--- src/hdl/strap_io_pkg.sv ---
/*
 * Constants for the strap, push-button, LED and PHY utility pin block.
 * Assumes a 20 MHz pclk and an APB master with 32-bit data.
 */
// Summary of operation
// - During reset the general-purpose pins are sampled as straps; afterwards they are buttons and LEDs (the code samples on the third pclk edge after release).
// - A strap pin that nobody drives is taken at its internal pull level.
// - After reset a press on the pairing button requests joining or leaving the logical network.
// - Factory restore fires only for a low on its input longer than 0.5 s and shorter than 3.0 s.
// - The powerline LED is on with link, flashes with activity and is off without link.
// - The Ethernet LED is on with link, flashes with activity and is off without link.
// - The power LED is on when power is ready, off when not, and flashes while firmware loads.
// - With corrupt or blank firmware the power LED blinks at one full cycle per second.
// - The active-low PHY reset output follows the module reset and is stretched after release.
// - While the module reset is low all internal logic is held in reset.
// - The captured host-role strap selects PHY mode at 0 and MAC mode at 1.
// - Only boot-source and memory-config-source both high is supported.

`default_nettype none

package strap_io_pkg;

    // =====================================================================
    // timing
    localparam int CLK_HZ = 20_000_000;
    localparam int CYC_PER_US = CLK_HZ / 1_000_000;
    localparam int RESET_HOLD_US = 100_000;
    localparam int EXT_PHY_RESET_N_STRETCH_US = 10_000;
    localparam int FLASH_HALF_US = 100_000;
    localparam int BLINK_HALF_US = 500_000;
    localparam int DEBOUNCE_US = 10_000;
    localparam int RESTORE_MIN_US = 500_000;
    localparam int RESTORE_MAX_US = 3_000_000;
    localparam int EXT_PHY_RESET_N_STRETCH_CYC = EXT_PHY_RESET_N_STRETCH_US * CYC_PER_US;
    localparam int FLASH_HALF_CYC = FLASH_HALF_US * CYC_PER_US;
    localparam int BLINK_HALF_CYC = BLINK_HALF_US * CYC_PER_US;
    localparam int DEBOUNCE_CYC = DEBOUNCE_US * CYC_PER_US;
    localparam int RESTORE_MIN_CYC = RESTORE_MIN_US * CYC_PER_US;
    localparam int RESTORE_MAX_CYC = RESTORE_MAX_US * CYC_PER_US;
    localparam int CNT_W = 26;

    // =====================================================================
    // pin indices and pull defaults
    localparam int NPIN = 12;
    localparam int PIN_IFACE0 = 0;
    localparam int PIN_IFACE1 = 1;
    localparam int PIN_AUTONEG = 2;
    localparam int PIN_ISOLATE = 3;
    localparam int PIN_SPEED0 = 4;
    localparam int PIN_ADDR3 = 5;
    localparam int PIN_MEMCFG = 6;
    localparam int PIN_ADDR4 = 7;
    localparam int PIN_HOSTROLE = 8;
    localparam int PIN_BOOTSRC = 10;
    localparam int PIN_SPEED1 = 11;
    localparam logic [11:0] PULL_DEFAULT = 12'h577;

    // =====================================================================
    // register map
    localparam logic [11:0] OFS_CTRL = 12'h000;
    localparam logic [11:0] OFS_STRAP = 12'h004;
    localparam logic [11:0] OFS_EVENT = 12'h008;
    localparam logic [11:0] OFS_STATE = 12'h00C;
    localparam int CTRL_W = 7;
    localparam logic [6:0] CTRL_RESET = 7'h00;
    localparam int CTRL_PLC_LINK = 0;
    localparam int CTRL_PLC_ACT = 1;
    localparam int CTRL_ETH_LINK = 2;
    localparam int CTRL_ETH_ACT = 3;
    localparam int CTRL_PWR_READY = 4;
    localparam int CTRL_FW_LOAD = 5;
    localparam int CTRL_FW_CORRUPT = 6;
    localparam int STRAP_MAC = 16;
    localparam int STRAP_UNSUP = 17;
    localparam int STRAP_DONE = 18;
    localparam int EVT_PAIR = 0;
    localparam int EVT_RESTORE = 1;
    localparam logic [1:0] EVT_RESET = 2'h0;

    typedef enum logic [1:0] {ST_SYNC0, ST_SYNC1, ST_SAMPLE, ST_RUN} strap_state_t;

endpackage

`default_nettype wire

--- src/hdl/strap_led_button_reset_io.sv ---
/*
 * Strap capture, push-button, LED, PHY reset stretch and PHY clock gate,
 * with an APB register slave.
 * Assumes pads resolved outside: pad_in is the pin level and pad_driven
 * says an external driver is present; pins are synchronised here.
 */
`timescale 1ns/1ns
`default_nettype none

module strap_led_button_reset_io #(
    parameter int EXT_PHY_RESET_N_CYC = strap_io_pkg::EXT_PHY_RESET_N_STRETCH_CYC,
    parameter int FLASH_CYC = strap_io_pkg::FLASH_HALF_CYC,
    parameter int BLINK_CYC = strap_io_pkg::BLINK_HALF_CYC,
    parameter int DEB_CYC = strap_io_pkg::DEBOUNCE_CYC,
    parameter int RESTORE_MIN = strap_io_pkg::RESTORE_MIN_CYC,
    parameter int RESTORE_MAX = strap_io_pkg::RESTORE_MAX_CYC
) (
    input wire logic pclk,
    input wire logic presetn,
    input wire logic psel,
    input wire logic penable,
    input wire logic pwrite,
    input wire logic [11:0] paddr,
    input wire logic [31:0] pwdata,
    output logic [31:0] prdata,
    output logic pready,
    output logic pslverr,
    input wire logic [11:0] pad_in,
    input wire logic [11:0] pad_driven,
    output logic [11:0] pad_out,
    output logic [11:0] pad_oe,
    input wire logic refclk_25m,
    output logic ext_phy_refclk,
    output logic ext_phy_reset_n,
    output logic mac_mode,
    output logic pair_req,
    output logic restore_req
);

    localparam int W = strap_io_pkg::CNT_W;

    function automatic logic led_mux(input logic link, input logic act, input logic fl);
        return link & (~act | fl);
    endfunction

    function automatic logic reg_hit(input logic [11:0] a);
        return a == strap_io_pkg::OFS_CTRL || a == strap_io_pkg::OFS_STRAP ||
               a == strap_io_pkg::OFS_EVENT || a == strap_io_pkg::OFS_STATE;
    endfunction

    // =====================================================================
    // pin synchronisers
    logic [11:0] pin_meta_q, pin_sync_q, drv_meta_q, drv_sync_q;

    always_ff @(posedge pclk or negedge presetn) begin
        if (!presetn) begin
            pin_meta_q <= strap_io_pkg::PULL_DEFAULT;
            pin_sync_q <= strap_io_pkg::PULL_DEFAULT;
            drv_meta_q <= 12'h000;
            drv_sync_q <= 12'h000;
        end else begin
            pin_meta_q <= pad_in;
            pin_sync_q <= pin_meta_q;
            drv_meta_q <= pad_driven;
            drv_sync_q <= drv_meta_q;
        end
    end

    // =====================================================================
    // strap capture: the synchronisers need two edges after release
    // before they carry the pins, so the sample is taken on the third
    strap_io_pkg::strap_state_t st_q;
    logic [11:0] strap_q;
    logic run;

    assign run = st_q == strap_io_pkg::ST_RUN;

    always_ff @(posedge pclk or negedge presetn) begin
        if (!presetn) begin
            st_q <= strap_io_pkg::ST_SYNC0;
        end else begin
            case (st_q)
                strap_io_pkg::ST_SYNC0: st_q <= strap_io_pkg::ST_SYNC1;
                strap_io_pkg::ST_SYNC1: st_q <= strap_io_pkg::ST_SAMPLE;
                strap_io_pkg::ST_SAMPLE: st_q <= strap_io_pkg::ST_RUN;
                default: st_q <= strap_io_pkg::ST_RUN;
            endcase
        end
    end

    always_ff @(posedge pclk or negedge presetn) begin
        if (!presetn) begin
            strap_q <= strap_io_pkg::PULL_DEFAULT;
        end else if (st_q == strap_io_pkg::ST_SAMPLE) begin
            strap_q <= (drv_sync_q & pin_sync_q) |
                       (~drv_sync_q & strap_io_pkg::PULL_DEFAULT);
        end
    end

    logic unsupported;
    assign mac_mode = strap_q[strap_io_pkg::PIN_HOSTROLE];
    assign unsupported = ~(strap_q[strap_io_pkg::PIN_BOOTSRC] &
                           strap_q[strap_io_pkg::PIN_MEMCFG]);

    // gated by the captured strap and run, which both change only at capture, so at most one truncated pulse there
    assign ext_phy_refclk = refclk_25m & mac_mode & run;

    // =====================================================================
    // PHY reset stretch
    logic [W-1:0] rst_cnt_q;
    logic ext_phy_reset_n_n_q;

    always_ff @(posedge pclk or negedge presetn) begin
        if (!presetn) begin
            rst_cnt_q <= '0;
            ext_phy_reset_n_n_q <= 1'b0;
        end else if (!ext_phy_reset_n_n_q) begin
            if (rst_cnt_q == W'(EXT_PHY_RESET_N_CYC - 1)) begin
                ext_phy_reset_n_n_q <= 1'b1;
            end else begin
                rst_cnt_q <= rst_cnt_q + 1'b1;
            end
        end
    end
    assign ext_phy_reset_n = ext_phy_reset_n_n_q;

    // =====================================================================
    // button debounce; both buttons idle high through their pull-ups
    logic [1:0] btn_raw, btn_q, btn_prev_q;
    logic [W-1:0] deb_cnt_q [2];

    assign btn_raw = {pin_sync_q[strap_io_pkg::PIN_AUTONEG], pin_sync_q[strap_io_pkg::PIN_IFACE1]};

    // one process for both buttons keeps each vector on a single driver
    always_ff @(posedge pclk or negedge presetn) begin
        if (!presetn) begin
            deb_cnt_q <= '{default: '0};
            btn_q <= 2'h3;
            btn_prev_q <= 2'h3;
        end else begin
            btn_prev_q <= btn_q;
            for (int i = 0; i < 2; i++) begin
                if (!run || btn_raw[i] == btn_q[i]) begin
                    deb_cnt_q[i] <= '0;
                end else if (deb_cnt_q[i] == W'(DEB_CYC - 1)) begin
                    deb_cnt_q[i] <= '0;
                    btn_q[i] <= btn_raw[i];
                end else begin
                    deb_cnt_q[i] <= deb_cnt_q[i] + 1'b1;
                end
            end
        end
    end

    // =====================================================================
    // pairing press and factory-restore window
    logic [W-1:0] low_cnt_q;
    logic pair_q, restore_q;

    always_ff @(posedge pclk or negedge presetn) begin
        if (!presetn) begin
            pair_q <= 1'b0;
        end else begin
            pair_q <= btn_prev_q[0] & ~btn_q[0];
        end
    end

    always_ff @(posedge pclk or negedge presetn) begin
        if (!presetn) begin
            low_cnt_q <= '0;
            restore_q <= 1'b0;
        end else begin
            restore_q <= 1'b0;
            if (!btn_q[1]) begin
                if (low_cnt_q != W'(RESTORE_MAX)) begin
                    low_cnt_q <= low_cnt_q + 1'b1;
                end
            end else begin
                low_cnt_q <= '0;
                if (!btn_prev_q[1]) begin
                    // saturation at the upper bound rejects long holds
                    restore_q <= low_cnt_q > W'(RESTORE_MIN) &&
                                 low_cnt_q < W'(RESTORE_MAX);
                end
            end
        end
    end
    assign pair_req = pair_q;
    assign restore_req = restore_q;

    // =====================================================================
    // flash and blink timebases
    logic [W-1:0] flash_cnt_q, blink_cnt_q;
    logic flash_q, blink_q;

    always_ff @(posedge pclk or negedge presetn) begin
        if (!presetn) begin
            flash_cnt_q <= '0;
            flash_q <= 1'b0;
        end else if (flash_cnt_q == W'(FLASH_CYC - 1)) begin
            flash_cnt_q <= '0;
            flash_q <= ~flash_q;
        end else begin
            flash_cnt_q <= flash_cnt_q + 1'b1;
        end
    end

    always_ff @(posedge pclk or negedge presetn) begin
        if (!presetn) begin
            blink_cnt_q <= '0;
            blink_q <= 1'b0;
        end else if (blink_cnt_q == W'(BLINK_CYC - 1)) begin
            blink_cnt_q <= '0;
            blink_q <= ~blink_q;
        end else begin
            blink_cnt_q <= blink_cnt_q + 1'b1;
        end
    end

    // =====================================================================
    // registers
    logic [strap_io_pkg::CTRL_W-1:0] ctrl_q;
    logic [1:0] evt_q;
    logic [31:0] rdata_q;
    logic wr_en, hit;

    assign hit = reg_hit(paddr);
    assign wr_en = psel & penable & pwrite & hit;
    assign pready = 1'b1;
    assign pslverr = psel & penable & ~hit;
    assign prdata = rdata_q;

    always_ff @(posedge pclk or negedge presetn) begin
        if (!presetn) begin
            ctrl_q <= strap_io_pkg::CTRL_RESET;
        end else if (wr_en && paddr == strap_io_pkg::OFS_CTRL) begin
            ctrl_q <= pwdata[strap_io_pkg::CTRL_W-1:0];
        end
    end

    // write one to clear; a new event in the same cycle wins
    always_ff @(posedge pclk or negedge presetn) begin
        if (!presetn) begin
            evt_q <= strap_io_pkg::EVT_RESET;
        end else begin
            evt_q <= (evt_q & ~((wr_en && paddr == strap_io_pkg::OFS_EVENT) ? pwdata[1:0] : 2'h0))
                     | {restore_q, pair_q};
        end
    end

    // read data is latched in the setup cycle and stands through the access
    always_ff @(posedge pclk or negedge presetn) begin
        if (!presetn) begin
            rdata_q <= 32'h0000_0000;
        end else if (psel && !penable) begin
            rdata_q <= 32'h0000_0000;
            case (paddr)
                strap_io_pkg::OFS_CTRL: rdata_q[strap_io_pkg::CTRL_W-1:0] <= ctrl_q;
                strap_io_pkg::OFS_STRAP: begin
                    rdata_q[11:0] <= strap_q;
                    rdata_q[strap_io_pkg::STRAP_MAC] <= mac_mode;
                    rdata_q[strap_io_pkg::STRAP_UNSUP] <= unsupported;
                    rdata_q[strap_io_pkg::STRAP_DONE] <= run;
                end
                strap_io_pkg::OFS_EVENT: rdata_q[1:0] <= evt_q;
                strap_io_pkg::OFS_STATE: rdata_q[2:0] <= {ext_phy_reset_n_n_q, btn_q};
                default: rdata_q <= 32'h0000_0000;
            endcase
        end
    end

    // =====================================================================
    // LED drive; pads stay released until the straps are taken
    logic plc_link_led_q, eth_link_led_q, power_led_q;
    logic pwr_led_d;

    always_comb begin
        if (ctrl_q[strap_io_pkg::CTRL_FW_CORRUPT]) begin
            pwr_led_d = blink_q;
        end else if (ctrl_q[strap_io_pkg::CTRL_FW_LOAD]) begin
            pwr_led_d = flash_q;
        end else begin
            pwr_led_d = ctrl_q[strap_io_pkg::CTRL_PWR_READY];
        end
    end

    always_ff @(posedge pclk or negedge presetn) begin
        if (!presetn) begin
            plc_link_led_q <= 1'b0;
            eth_link_led_q <= 1'b0;
            power_led_q <= 1'b0;
        end else begin
            plc_link_led_q <= run & led_mux(ctrl_q[strap_io_pkg::CTRL_PLC_LINK],
                ctrl_q[strap_io_pkg::CTRL_PLC_ACT], flash_q);
            eth_link_led_q <= run & led_mux(ctrl_q[strap_io_pkg::CTRL_ETH_LINK],
                ctrl_q[strap_io_pkg::CTRL_ETH_ACT], flash_q);
            power_led_q <= run & pwr_led_d;
        end
    end

    always_comb begin
        pad_out = 12'h000;
        pad_oe = 12'h000;
        pad_out[strap_io_pkg::PIN_HOSTROLE] = plc_link_led_q;
        pad_out[strap_io_pkg::PIN_ISOLATE] = eth_link_led_q;
        pad_out[strap_io_pkg::PIN_SPEED1] = power_led_q;
        pad_oe[strap_io_pkg::PIN_HOSTROLE] = run;
        pad_oe[strap_io_pkg::PIN_ISOLATE] = run;
        pad_oe[strap_io_pkg::PIN_SPEED1] = run;
    end
endmodule // strap_led_button_reset_io

`default_nettype wire

--- config.mk ---
export PLATFORM = sky130hd
export DESIGN_NAME = strap_led_button_reset_io
export DESIGN_NICKNAME = d
export VERILOG_FILES = /design/src/hdl/strap_io_pkg.sv /design/src/hdl/strap_led_button_reset_io.sv
export SDC_FILE = /design/constraint.sdc
export NUM_CORES = 1
export LEC_CHECK = 0
export ABC_AREA = 1
export ABC_CLOCK_PERIOD_IN_PS = 2250
export BUFFER_PORTS_ARGS = -buffer_cell sky130_fd_sc_hd__buf_2
export CAP_MARGIN = 20
export CELL_PAD_IN_SITES_DETAIL_PLACEMENT = 1
export CELL_PAD_IN_SITES_GLOBAL_PLACEMENT = 2
export CORE_ASPECT_RATIO = 1.1
export CORE_MARGIN = 1.5
export CORE_UTILIZATION = 34
export CTS_CLUSTER_DIAMETER = 120
export DETAILED_ROUTE_END_ITERATION = 8
export PLACE_DENSITY_LB_ADDON = 0.08
export SYNTH_ARGS = -nofsm -noshare
export SYNTH_HDL_FRONTEND = slang
export SYNTH_SLANG_ARGS = --single-unit
--- constraint.sdc ---
create_clock -name pclk -period 2.25 [get_ports pclk]
set_clock_uncertainty 0.15 [all_clocks]
set_input_delay 0.3375 -clock pclk [delete_from_list [all_inputs] [get_ports pclk]]
set_output_delay 0.3375 -clock pclk [all_outputs]
set_load 0.02 [all_outputs]
Yosys cells after proc, flatten, opt, wreduce, memory -nomap -nowiden
Cells that the tools add are included.
{"block": "totals", "reg_bits": 254, "input_bits": 74, "out_inout_bits": 63, "wordCells": 118}
{"block": "op_classes", "n_addsub": 6, "n_lt_le_gt_ge": 2, "eq_ne": 14, "mux": 21, "bitwise_logic": 32, "n_reduce_logical": 17}
{"cell": "26-bit two-way mux", "count": 8}
{"cell": "26-bit by 1-bit adder with 26-bit output, second input constant", "count": 6}
{"cell": "26-bit by 18-bit equality test with 1-bit output, second input constant", "count": 3}
{"cell": "26-bit by 21-bit equality test with 1-bit output, second input constant", "count": 1}
{"cell": "26-bit by 24-bit equality test with 1-bit output, second input constant", "count": 1}
{"cell": "26-bit by 24-bit greater-than comparator with 1-bit output, second input constant", "count": 1}
{"cell": "26-bit < comparator, second input constant", "count": 1}
{"cell": "26-bit != test, second input constant", "count": 1}
{"cell": "12-bit by 4-bit equality test with 1-bit output, second input constant", "count": 2}
{"cell": "1-bit bitwise AND", "count": 13}
{"cell": "12-bit bitwise AND", "count": 1}
{"cell": "12-bit by 3-bit equality test with 1-bit output, second input constant", "count": 1}
{"cell": "12-bit zero test", "count": 1}
{"cell": "12-bit by 11-bit bitwise OR with 12-bit output", "count": 1}
{"cell": "1-bit NOT", "count": 11}
{"cell": "11-bit NOT", "count": 1}
{"cell": "2-bit one-hot mux with 4 select lines", "count": 1}
{"cell": "4-bit one-hot mux with 2 select lines", "count": 1}
{"cell": "1-bit two-way mux", "count": 6}
{"cell": "2-bit AND reduction", "count": 3}
{"cell": "1-bit logical OR", "count": 5}
{"cell": "5-bit two-way mux", "count": 1}
{"cell": "2-bit equality test, second input constant", "count": 2}
{"cell": "1-bit logical AND", "count": 4}
{"cell": "13 further kinds", "count": 16}

Logic depth before layout (Yosys ltp)
Gate-level depths: netlist of the first run.
{"block": "logic_depth", "depth_word": 10, "mapped_depth": 10, "ltp_nobuf": 10}

Worst setup path before layout of the first run
No wires, ideal clock.
{"block": "synth_timing", "kind": "in2out", "start": "in paddr[7]", "end": "out pslverr", "arrival_ns": 1.232, "required_ns": 1.762, "path_slack_ns": 0.530, "stages": 7, "path_buffers": 1, "path_cell_list": "nor2_1 nand2_1 nor2_1 buf_4 o211ai_1 nand2_1 nor2_1"}
{"block": "synth_between", "elab_chain_len": 6, "elab_cells_between_ends": 9, "classes_between": "3 x eq/ne; 2 x bitwise; 4 x reduce/logical"}
{"element": "from (decl)", "line": "strap_led_button_reset_io.sv:23", "source": "input wire logic [11:0] paddr,"}
{"element": "12-bit by 3-bit equality test with 1-bit output or 12-bit zero test (tied branches)", "line": "strap_led_button_reset_io.sv:47", "source": "return a == strap_io_pkg::OFS_CTRL || a == strap_io_pkg::OFS_STRAP ||"}
{"element": "1-bit logical OR (2 in a row)", "line": "strap_led_button_reset_io.sv:47"}
{"element": "1-bit logical OR *", "line": "strap_led_button_reset_io.sv:48", "source": "a == strap_io_pkg::OFS_EVENT || a == strap_io_pkg::OFS_STATE;"}
{"element": "1-bit NOT *", "line": "strap_led_button_reset_io.sv:230", "source": "assign pslverr = psel & penable & ~hit;"}
{"element": "1-bit bitwise AND *", "line": "strap_led_button_reset_io.sv:230"}
{"element": "to (decl)", "line": "strap_led_button_reset_io.sv:27", "source": "output logic pslverr,"}
Mark *: on every way between the ends. The rest lies on a longest branch, timed or not.

Worst setup path after layout of the first run
{"block": "layout_timing", "start": "reg st_q[0]", "end": "out pad_oe[11]"}
{"block": "layout_between", "elab_chain_len": 1}
{"element": "from (decl)", "line": "strap_led_button_reset_io.sv:72", "source": "strap_io_pkg::strap_state_t st_q;"}
{"element": "from (signal assigned)", "line": "strap_led_button_reset_io.sv:80", "source": "st_q <= strap_io_pkg::ST_SYNC0;"}
{"element": "from (signal assigned)", "line": "strap_led_button_reset_io.sv:83", "source": "strap_io_pkg::ST_SYNC0: st_q <= strap_io_pkg::ST_SYNC1;"}
{"element": "from (signal assigned)", "line": "strap_led_button_reset_io.sv:84", "source": "strap_io_pkg::ST_SYNC1: st_q <= strap_io_pkg::ST_SAMPLE;"}
{"element": "2-bit equality test", "line": "strap_led_button_reset_io.sv:76", "source": "assign run = st_q == strap_io_pkg::ST_RUN;"}
{"element": "to (decl)", "line": "strap_led_button_reset_io.sv:31", "source": "output logic [11:0] pad_oe,"}
Every way passes these cells.

==> results of run 1 <==
## state kept, by name (all words and copies together) (netlist names), 7 cells and up
signal / flops
flash_cnt_q: 26
prdata: 14
pin_sync_q: 12
pin_meta_q: 12
drv_meta_q: 12
strap_q: 12
rst_cnt_q: 26
ctrl_q: 7
deb_cnt_q: 52
low_cnt_q: 26
drv_sync_q: 12
blink_cnt_q: 26
## power groups by stage
stage / registers (W) / logic [W] / clock network (W)
5_1_grt: 0.00468 / 0.000453 / 0.00552
3_5_place_dp: 0.00476 / 0.000370 / 0
2_1_floorplan: 0.00476 / 0.000181 / 0
3_3_place_gp: 0.00476 / 0.000360 / 0
4_1_cts: 0.00468 / 0.000416 / 0.00537
6_report: 0.00468 / 0.000403 / 0.00519
## logic make-up after synthesis
kind of cell,count (synthesis),synth area share (%)
AND/OR/NAND/NOR,1124,34.7
buffers and inverters,259,8.67
flip-flops,253,47.3
AO/OA/AOI/OAI,91,3.92
XOR/XNOR,73,4.75
adder cells (fa/ha/maj),7,0.651
other,2,0.0558
## worst paths after layout
path | slack [ps] | start | cells after the start | end
worst max-delay path | 170 | st_q[0] | 3 | pad_oe[11]
worst max register to register | 260 | flash_cnt_q[0] | 8 | flash_cnt_q[10]
min in group asynchronous | 150 | presetn | 2 | rst_cnt_q[8]
max in group asynchronous | 1080 | presetn | 3 | pin_meta_q[0]
worst min-delay path | 100 | pwrite | 5 | evt_q[1]
worst min register to register | 200 | drv_meta_q[9] | 0 | drv_sync_q[9]
## repair_timing
item	in CTS	in global routing
hold buffers	32	0
resized for setup	0	1
setup endpoints to repair	0	2
endpoints found under the hold margin	187	0
## cells in the mapped netlist, types with 2 or more instances
cell type,number,area [sq um]
nand2_1,517,1940
nor2_1,364,1370
dfrtp_1,225,5630
inv_1,193,724
nand3_1,125,626
xor2_1,51,447
buf_4,45,338
nor3_1,45,225
nand4_1,38,238
o21ai_0,37,185
dfstp_2,28,736
a21oi_1,24,120
xnor2_1,22,193
a31oi_1,10,62.6
nand3b_1,10,75.1
buf_2,8,40.0
ha_1,7,87.6
o21ai_2,7,61.3
clkbuf_1,6,22.5
o31ai_1,6,45.0
nor2_2,5,31.3
nor3b_1,5,37.5
or2_2,5,31.3
inv_2,3,11.3
a21o_1,2,15.0
buf_6,2,22.5
conb_1,2,7.51
o21bai_1,2,15.0
## cell type report
cell class                 instances  area, sq um
multi-input combinational       1331         6060
clock inverter                    19          214
fill                            4875        23200
clock buffer                      39          846
sequential                       253         6370
timing repair buffer             136          993
tap                              507          634
inverter                         196          736
## layer usage
metal | vias up | global-route usage, %
met5 | - | 0
met4 | 0 | 4.87
met3 | 48 | 2.22
met2 | 127 | 34.5
met1 | 5664 | 27.6
li1 | 5857 | -
## through the flow
step	worst slack, ps	power, W
floorplan	530	0.00494
global placement	60.9	0.00512
detailed placement	243	0.00513
CTS	79.1	0.0105
global route	35.9	0.0107
finish	165	0.0103
## worst reg2reg max path: stages (launching register included)
cell and delay (ps):
dfrtp_1 380, ha_1 200, nand3_1 140, inv_1 180, nand2_1 90, nor2_1 180, nand3_1 280, inv_1 210
nor2_1 60
==> results.sh, run 1 <==
export IMPL_status="finished, final reports clean"
export IMPL_ys_seq_elements=253
export IMPL_syn_cell_area_sq_mm=0.0135
export IMPL_worstSetupPathType="reg2out"
export IMPL_slowest_stage="dfrtp_1"
export IMPL_met3WireLength_mm=1.03
export IMPL_core_area_sq_mm=0.0391
export IMPL_cts_root_buffer="clkbuf_16"
export IMPL_area_growth_pct=17.7
export IMPL_critPathMaxFanout=7
export IMPL_hpwl_mm=30.7
export IMPL_synth_edff_count=0
export IMPL_required_ps=1760
export IMPL_grt_setup_unrepaired="no"
export IMPL_combPwrFrac_pct=3.9
export IMPL_grt_max_degree=54
export IMPL_hold_slack_ps=104
export IMPL_die_w_um=193
export IMPL_die_h_um=212
export IMPL_first_iter_violations=500
export IMPL_finalMaxSlewViolations=0
export IMPL_path_buf_inv=2
export IMPL_io_pins=137
export IMPL_die_area_sq_mm=0.0408
export IMPL_met1_length_mm=19.1
export IMPL_dr_pass1_iters=5
export IMPL_routedWlPerCell_um=16.3
export IMPL_final_cells=2481
export IMPL_final_period_utilization_pct=92.6
export IMPL_final_common_cell="nand2_1"
export IMPL_synth_distinct_cells=43
export IMPL_finalHoldViolCount=0
export IMPL_cts_buffers=31
export IMPL_ir_drop_v=0.000660
export IMPL_clockBufferDepth=3
export IMPL_yosysSeqAreaShare_pct=47.3
export IMPL_max_clock_freq_mhz=480
export IMPL_drtAntennaViolNets=0
export IMPL_grt_use_total_pct=20.3
export IMPL_power_frac_clock_pct=50.5
export IMPL_fin_tns_setup_ps=0
export IMPL_design_area_sq_mm=0.0159
export IMPL_drcViolationCount=0
export IMPL_p_sw_share_pct=23.3
export IMPL_cap_violations=0
export IMPL_placed_cells=2391
export IMPL_setup_violations_final=0
export IMPL_grt_ovfl_total=0
export IMPL_drive_gt1_share_pct=10.8
export IMPL_synthArstFlopShare_pct=100
export IMPL_synthCells=1809
export IMPL_placed_cell_area_sq_mm=0.0145
export IMPL_internal_power_w=0.00788
export IMPL_switching_power_w=0.00239
export IMPL_n_antenna_cell=0
export IMPL_final_util_pct=40.6
export IMPL_vias=11700
export IMPL_io_buffers=75
export IMPL_pwr_density_cell_mw_per_mm2=648
export IMPL_cts_tree="built"
export IMPL_cpPeakStageDelay_ps=390
export IMPL_wl_met2_mm=19.4
export IMPL_period_minus_slack_ps=2080
export IMPL_critPathArrivalTime_ps=1600
export IMPL_final_cell_mix="nand2_1 (517), nor2_1 (364), dfrtp_1 (225)"
export IMPL_dr_max_layer_used="met4"
export IMPL_power_leakage_nw=7.57
export IMPL_routabilityCongestion=0.840
export IMPL_grt_pass1_vias=12400
export IMPL_num_rows=76
export IMPL_syn_area_per_cell_sq_um=7.44
export IMPL_endpoint_kind="output pin"
export IMPL_tightest_slew_ps=624
export IMPL_via_per_inst=4.71
export IMPL_crit_path_start_kind="flip-flop"
export IMPL_grt_antenna_before_repair=0
export IMPL_clock_latency_ps=580
export IMPL_nNetsFinal=2030
export IMPL_cp_cell_sequence="nand2_1, inv_2, buf_2"
export IMPL_post_cts_setup_buffers=0
export IMPL_crit_family="buffers and inverters"
export IMPL_ys_warn_count=0
export IMPL_wl_mm=40.3
export IMPL_min_path_type="in2reg"
export IMPL_power_share_sequential_pct=45.5
export IMPL_clock_sinks=253
export IMPL_ys_flop_type="dfrtp_1"
export IMPL_cts_htree_levels=1
export IMPL_slew_headroom_pct=58.4
export IMPL_initial_core_util_pct=34.4
export IMPL_path_clk_slew_ps=60
export IMPL_grt_pass1_wl_mm=65.5
(Power assumes the default switching activity.)
==> inputs of run 2 (changes only) <==
Settings changed: ABC_CLOCK_PERIOD_IN_PS 2250 to not set, RECOVER_POWER set to 50.
==> results.sh, run 2 (same netlist as run 1, synthesis figures left out) <==
export IMPL_cts_root_buffer="clkbuf_16"
export IMPL_io_buffers=75
export IMPL_fillCellCount=4886
export IMPL_post_cts_setup_buffers=0
export IMPL_initial_core_util_pct=34.4
export IMPL_grt_pass1_vias=12400
export IMPL_tightest_slew_ps=1050
export IMPL_endpoint_kind="output pin"
export IMPL_design_area_sq_mm=0.0158
export IMPL_critPathArrivalTime_ps=1590
export IMPL_status="finished, final reports clean"
export IMPL_pre_cts_ws_ps=243
export IMPL_placed_cells=2391
export IMPL_via_per_inst=4.71
export IMPL_max_clock_freq_mhz=481
export IMPL_routedWlPerCell_um=16.3
export IMPL_clockBufferDepth=3
export IMPL_final_common_cell="nand2_1"
export IMPL_grt_ovfl_total=0
export IMPL_fin_tns_setup_ps=0
export IMPL_drive_gt1_share_pct=10.2
export IMPL_dr_pass1_iters=5
export IMPL_vias=11700
export IMPL_grt_antenna_before_repair=0
export IMPL_period_minus_slack_ps=2080
export IMPL_setup_violations_final=0
export IMPL_ff2ff_setup_slack_ps=260
export IMPL_top_register="deb_cnt_q"
export IMPL_final_util_pct=40.4
export IMPL_hpwl_mm=30.7
export IMPL_pwr_density_cell_mw_per_mm2=650
export IMPL_slew_headroom_pct=29.7
export IMPL_first_iter_violations=510
export IMPL_drtAntennaViolNets=0
export IMPL_drcViolationCount=0
export IMPL_final_period_utilization_pct=92.5
export IMPL_die_w_um=193
export IMPL_cap_violations=0
export IMPL_num_rows=76
export IMPL_finalMaxSlewViolations=0
export IMPL_grt_setup_unrepaired="no"
export IMPL_worstSetupPathType="reg2out"
export IMPL_ir_drop_v=0.000660
export IMPL_placed_cell_area_sq_mm=0.0145
export IMPL_grt_max_degree=54
export IMPL_cts_buffers=31
export IMPL_largest_reg_flops=52
export IMPL_final_cells=2481
export IMPL_required_ps=1760
export IMPL_layout_setup_ws_ps=169
export IMPL_path_clk_slew_ps=60
export IMPL_grt_pass1_wl_mm=65.5
export IMPL_power_leakage_nw=7.52
export IMPL_io_pins=137
export IMPL_n_antenna_cell=0
export IMPL_wl_mm=40.3
export IMPL_clock_sinks=253
export IMPL_nNetsFinal=2030
export IMPL_final_cell_mix="nand2_1 (517), nor2_1 (364), dfrtp_1 (225)"
export IMPL_crit_path_start_kind="flip-flop"
export IMPL_die_area_sq_mm=0.0408
export IMPL_min_path_type="in2reg"
export IMPL_cts_htree_levels=1
export IMPL_cts_tree="built"
export IMPL_die_h_um=212
export IMPL_core_area_sq_mm=0.0391
export IMPL_finalHoldViolCount=0
export IMPL_routabilityCongestion=0.840
export IMPL_area_growth_pct=17.2
export IMPL_grt_use_total_pct=20.3
export IMPL_critPathMaxFanout=7
export IMPL_clock_latency_ps=580
-- run 2: what timing repair did --
action | 4_1_cts | 5_1_grt
endpoints found under the setup margin | 0 | 2
hold buffers | 32 | 0
resized for setup | 0 | 1
endpoints found under the hold margin | 187 | 0
-- run 2: path summary, 6_finish.rpt --
| path | startpoint | endpoint | cells past startpoint |
|---|---|---|---|
| setup / recovery | st_q[0] | pad_oe[11] | 3 |
| hold / removal | pwrite | evt_q[1] | 5 |
| setup reg to reg | flash_cnt_q[0] | flash_cnt_q[10] | 8 |
| hold reg to reg | drv_meta_q[9] | drv_sync_q[9] | 0 |
| max in group asynchronous | presetn | deb_cnt_q[15] | 3 |
| min in group asynchronous | presetn | rst_cnt_q[8] | 2 |
-- run 2: layout make-up --
type / instances / area (sq um) / share of cell area, %
multi-input combinational: 1331 / 6060 / 38.4
sequential: 253 / 6370 / 40.3
tap: 507 / 634 / 4.02
inverter: 196 / 736 / 4.66
clock buffer: 39 / 846 / 5.36
timing repair buffer: 136 / 922 / 5.84
clock inverter: 19 / 214 / 1.36
-- run 2: layer usage --
metal / up-vias / wire length (um) / global-route usage, %
met3: 49 / 1110 / 2.22
li1: 5858 / - / -
met2: 124 / 19500 / 34.5
met5: - / 0 / 0
met4: 0 / 782 / 4.87
met1: 5661 / 18900 / 27.6
-- run 2: stage by stage --
step           power, W  hold slack (ps)
5_1_grt          0.0106              137
4_1_cts          0.0105             89.7
3_3_place_gp    0.00512              160
2_1_floorplan   0.00494             -108
6_report         0.0103              102
3_5_place_dp    0.00513              177
-- run 2: worst max-delay path, cell delays in order, from the launching register on --
cell and delay [ps]:
dfrtp_1 390, nand2_1 180, inv_2 230, buf_2 210
-- run 2: where the power goes --
group / leakage (nW) / internal, W / switching, W
Clock: 0.521 / 0.00312 / 0.00207
Sequential: 3.28 / 0.00464 / 0.0000369
Combinational: 3.73 / 0.000112 / 0.000276
==> inputs of run 3 (changes only) <==
Settings changed: CORE_MARGIN 1.5 to 5.
==> results.sh, run 3 (same netlist as run 1, synthesis figures left out) <==
export IMPL_setup_violations_final=0
export IMPL_area_growth_pct=17.4
export IMPL_min_path_type="in2reg"
export IMPL_vias=11700
export IMPL_pwr_density_cell_mw_per_mm2=649
export IMPL_clockBufferDepth=3
export IMPL_final_cell_mix="nand2_1 (517), nor2_1 (364), dfrtp_1 (225)"
export IMPL_dr_pass1_iters=4
export IMPL_initial_core_util_pct=34.4
export IMPL_finalHoldViolCount=0
export IMPL_crit_path_start_kind="flip-flop"
export IMPL_crit_family="buffers and inverters"
export IMPL_n_antenna_cell=0
export IMPL_path_clk_slew_ps=60
export IMPL_endpoint_kind="output pin"
export IMPL_cts_repair_resized=0
export IMPL_via_per_inst=4.71
export IMPL_grt_setup_unrepaired="no"
export IMPL_cts_tree="built"
export IMPL_grt_pass1_vias=12600
export IMPL_status="finished, final reports clean"
export IMPL_num_rows=76
export IMPL_max_clock_freq_mhz=472
export IMPL_slowest_stage="dfrtp_1"
export IMPL_first_iter_violations=429
export IMPL_cpPeakStageDelay_ps=400
export IMPL_io_buffers=75
export IMPL_grt_pass1_wl_mm=66.2
export IMPL_final_util_pct=40.4
export IMPL_drcViolationCount=0
export IMPL_cp_cell_sequence="nand2_1, inv_2, buf_2"
export IMPL_die_h_um=219
export IMPL_slew_headroom_pct=24.0
export IMPL_final_common_cell="nand2_1"
export IMPL_finalMaxSlewViolations=0
export IMPL_ff2ff_setup_slack_ps=240
export IMPL_routedWlPerCell_um=16.2
export IMPL_drtAntennaViolNets=0
export IMPL_power_leakage_nw=7.54
export IMPL_worstSetupPathType="reg2out"
export IMPL_io_pins=137
export IMPL_required_ps=1760
export IMPL_largest_reg_flops=52
export IMPL_hpwl_mm=31.0
export IMPL_top_register="deb_cnt_q"
export IMPL_fin_tns_setup_ps=0
export IMPL_routabilityCongestion=0.832
export IMPL_die_w_um=200
export IMPL_cts_buffers=30
export IMPL_drive_gt1_share_pct=10.4
export IMPL_period_minus_slack_ps=2120
export IMPL_cap_violations=0
export IMPL_nNetsFinal=2034
export IMPL_cts_htree_levels=1
export IMPL_critPathMaxFanout=7
export IMPL_grt_antenna_before_repair=0
export IMPL_grt_max_degree=67
export IMPL_path_buf_inv=2
export IMPL_core_area_sq_mm=0.0392
export IMPL_clock_latency_ps=580
export IMPL_final_period_utilization_pct=94.3
export IMPL_finalPower_w=0.0103
export IMPL_grt_use_total_pct=18.8
export IMPL_cts_root_buffer="clkbuf_16"
export IMPL_die_area_sq_mm=0.0437
export IMPL_post_cts_setup_buffers=0
export IMPL_wl_mm=40.3
export IMPL_grt_ovfl_total=0
export IMPL_tightest_slew_ps=1140
export IMPL_clock_sinks=253
export IMPL_critPathArrivalTime_ps=1630
export IMPL_ir_drop_v=0.000660
==> run 3: cell types whose count changed in the layout (fill, tap and decap cells not counted), moves of 2 or more <==
cell / previous run / this run
buf_2: 73 / 71
buf_4: 17 / 26
buf_6: 0 / 2
bufinv_16: 4 / 6
clkbuf_2: 1 / 4
clkbuf_8: 4 / 1
clkinv_2: 9 / 4
inv_6: 2 / 0
==> run 3: cell type report <==
class                           instances  area [sq um]
Clock buffer                           40           798
Clock inverter                         16           255
Fill cell                            4947         23400
Inverter                              196           736
Multi-Input combinational cell       1331          6060
Sequential cell                       253          6370
Tap cell                              507           634
Timing Repair Buffer                  141           963
==> run 3: worst register-to-register path, delay by kind of cell, from the launching register on <==
family	cells	cell delay, ps
and+or+nand+nor	6	950
DFF	1	430
adders and majority gates	1	200
AOI/OAI and AO/OA	1	170
==> run 3: stage by stage <==
| step | cell area [sq um] | worst slack, ps | cells | hold WS (ps) |
|---|---|---|---|---|
| floorplan | 13600 | 530 | 1843 | -108 |
| finish | 15800 | 129 | 2484 | 74.1 |
| detailed placement | 14500 | 253 | 2396 | 108 |
| global route | 15800 | 15.8 | 2484 | 95.2 |
| global placement | 14500 | 49.1 | 2395 | 113 |
| CTS | 15900 | 43.7 | 2484 | 59.8 |
==> run 3: path summary, 6_finish.rpt <==
check	depth (start not counted)	end	from
hold / removal	5	evt_q[1]	pwrite
min in group asynchronous	2	flash_cnt_q[8]	presetn
hold reg to reg	0	drv_sync_q[10]	drv_meta_q[10]
setup reg to reg	8	low_cnt_q[16]	low_cnt_q[0]
max in group asynchronous	3	deb_cnt_q[13]	presetn
setup / recovery	3	pad_oe[11]	st_q[0]
==> run 3: per-layer routing <==
layer  GRT usage (%)  part of all wire, %  vias up
met5               0                    0        -
met4            5.03                  2.2        0
met3            2.10                  2.7       59
met2            34.3                   51      123
met1            23.5                   44     5634
li1                -                    -     5885
==> run 3: power by group <==
| group | internal, W | switching [W] |
|---|---|---|
| Clock | 0.00318 | 0.00202 |
| Sequential | 0.00464 | 0.0000352 |
| Combinational | 0.000117 | 0.000271 |
==> run 3: repair_timing <==
action                                  CTS  global route
hold buffers                             32             0
endpoints found under the setup margin    0             0
endpoints found under the hold margin   258             0
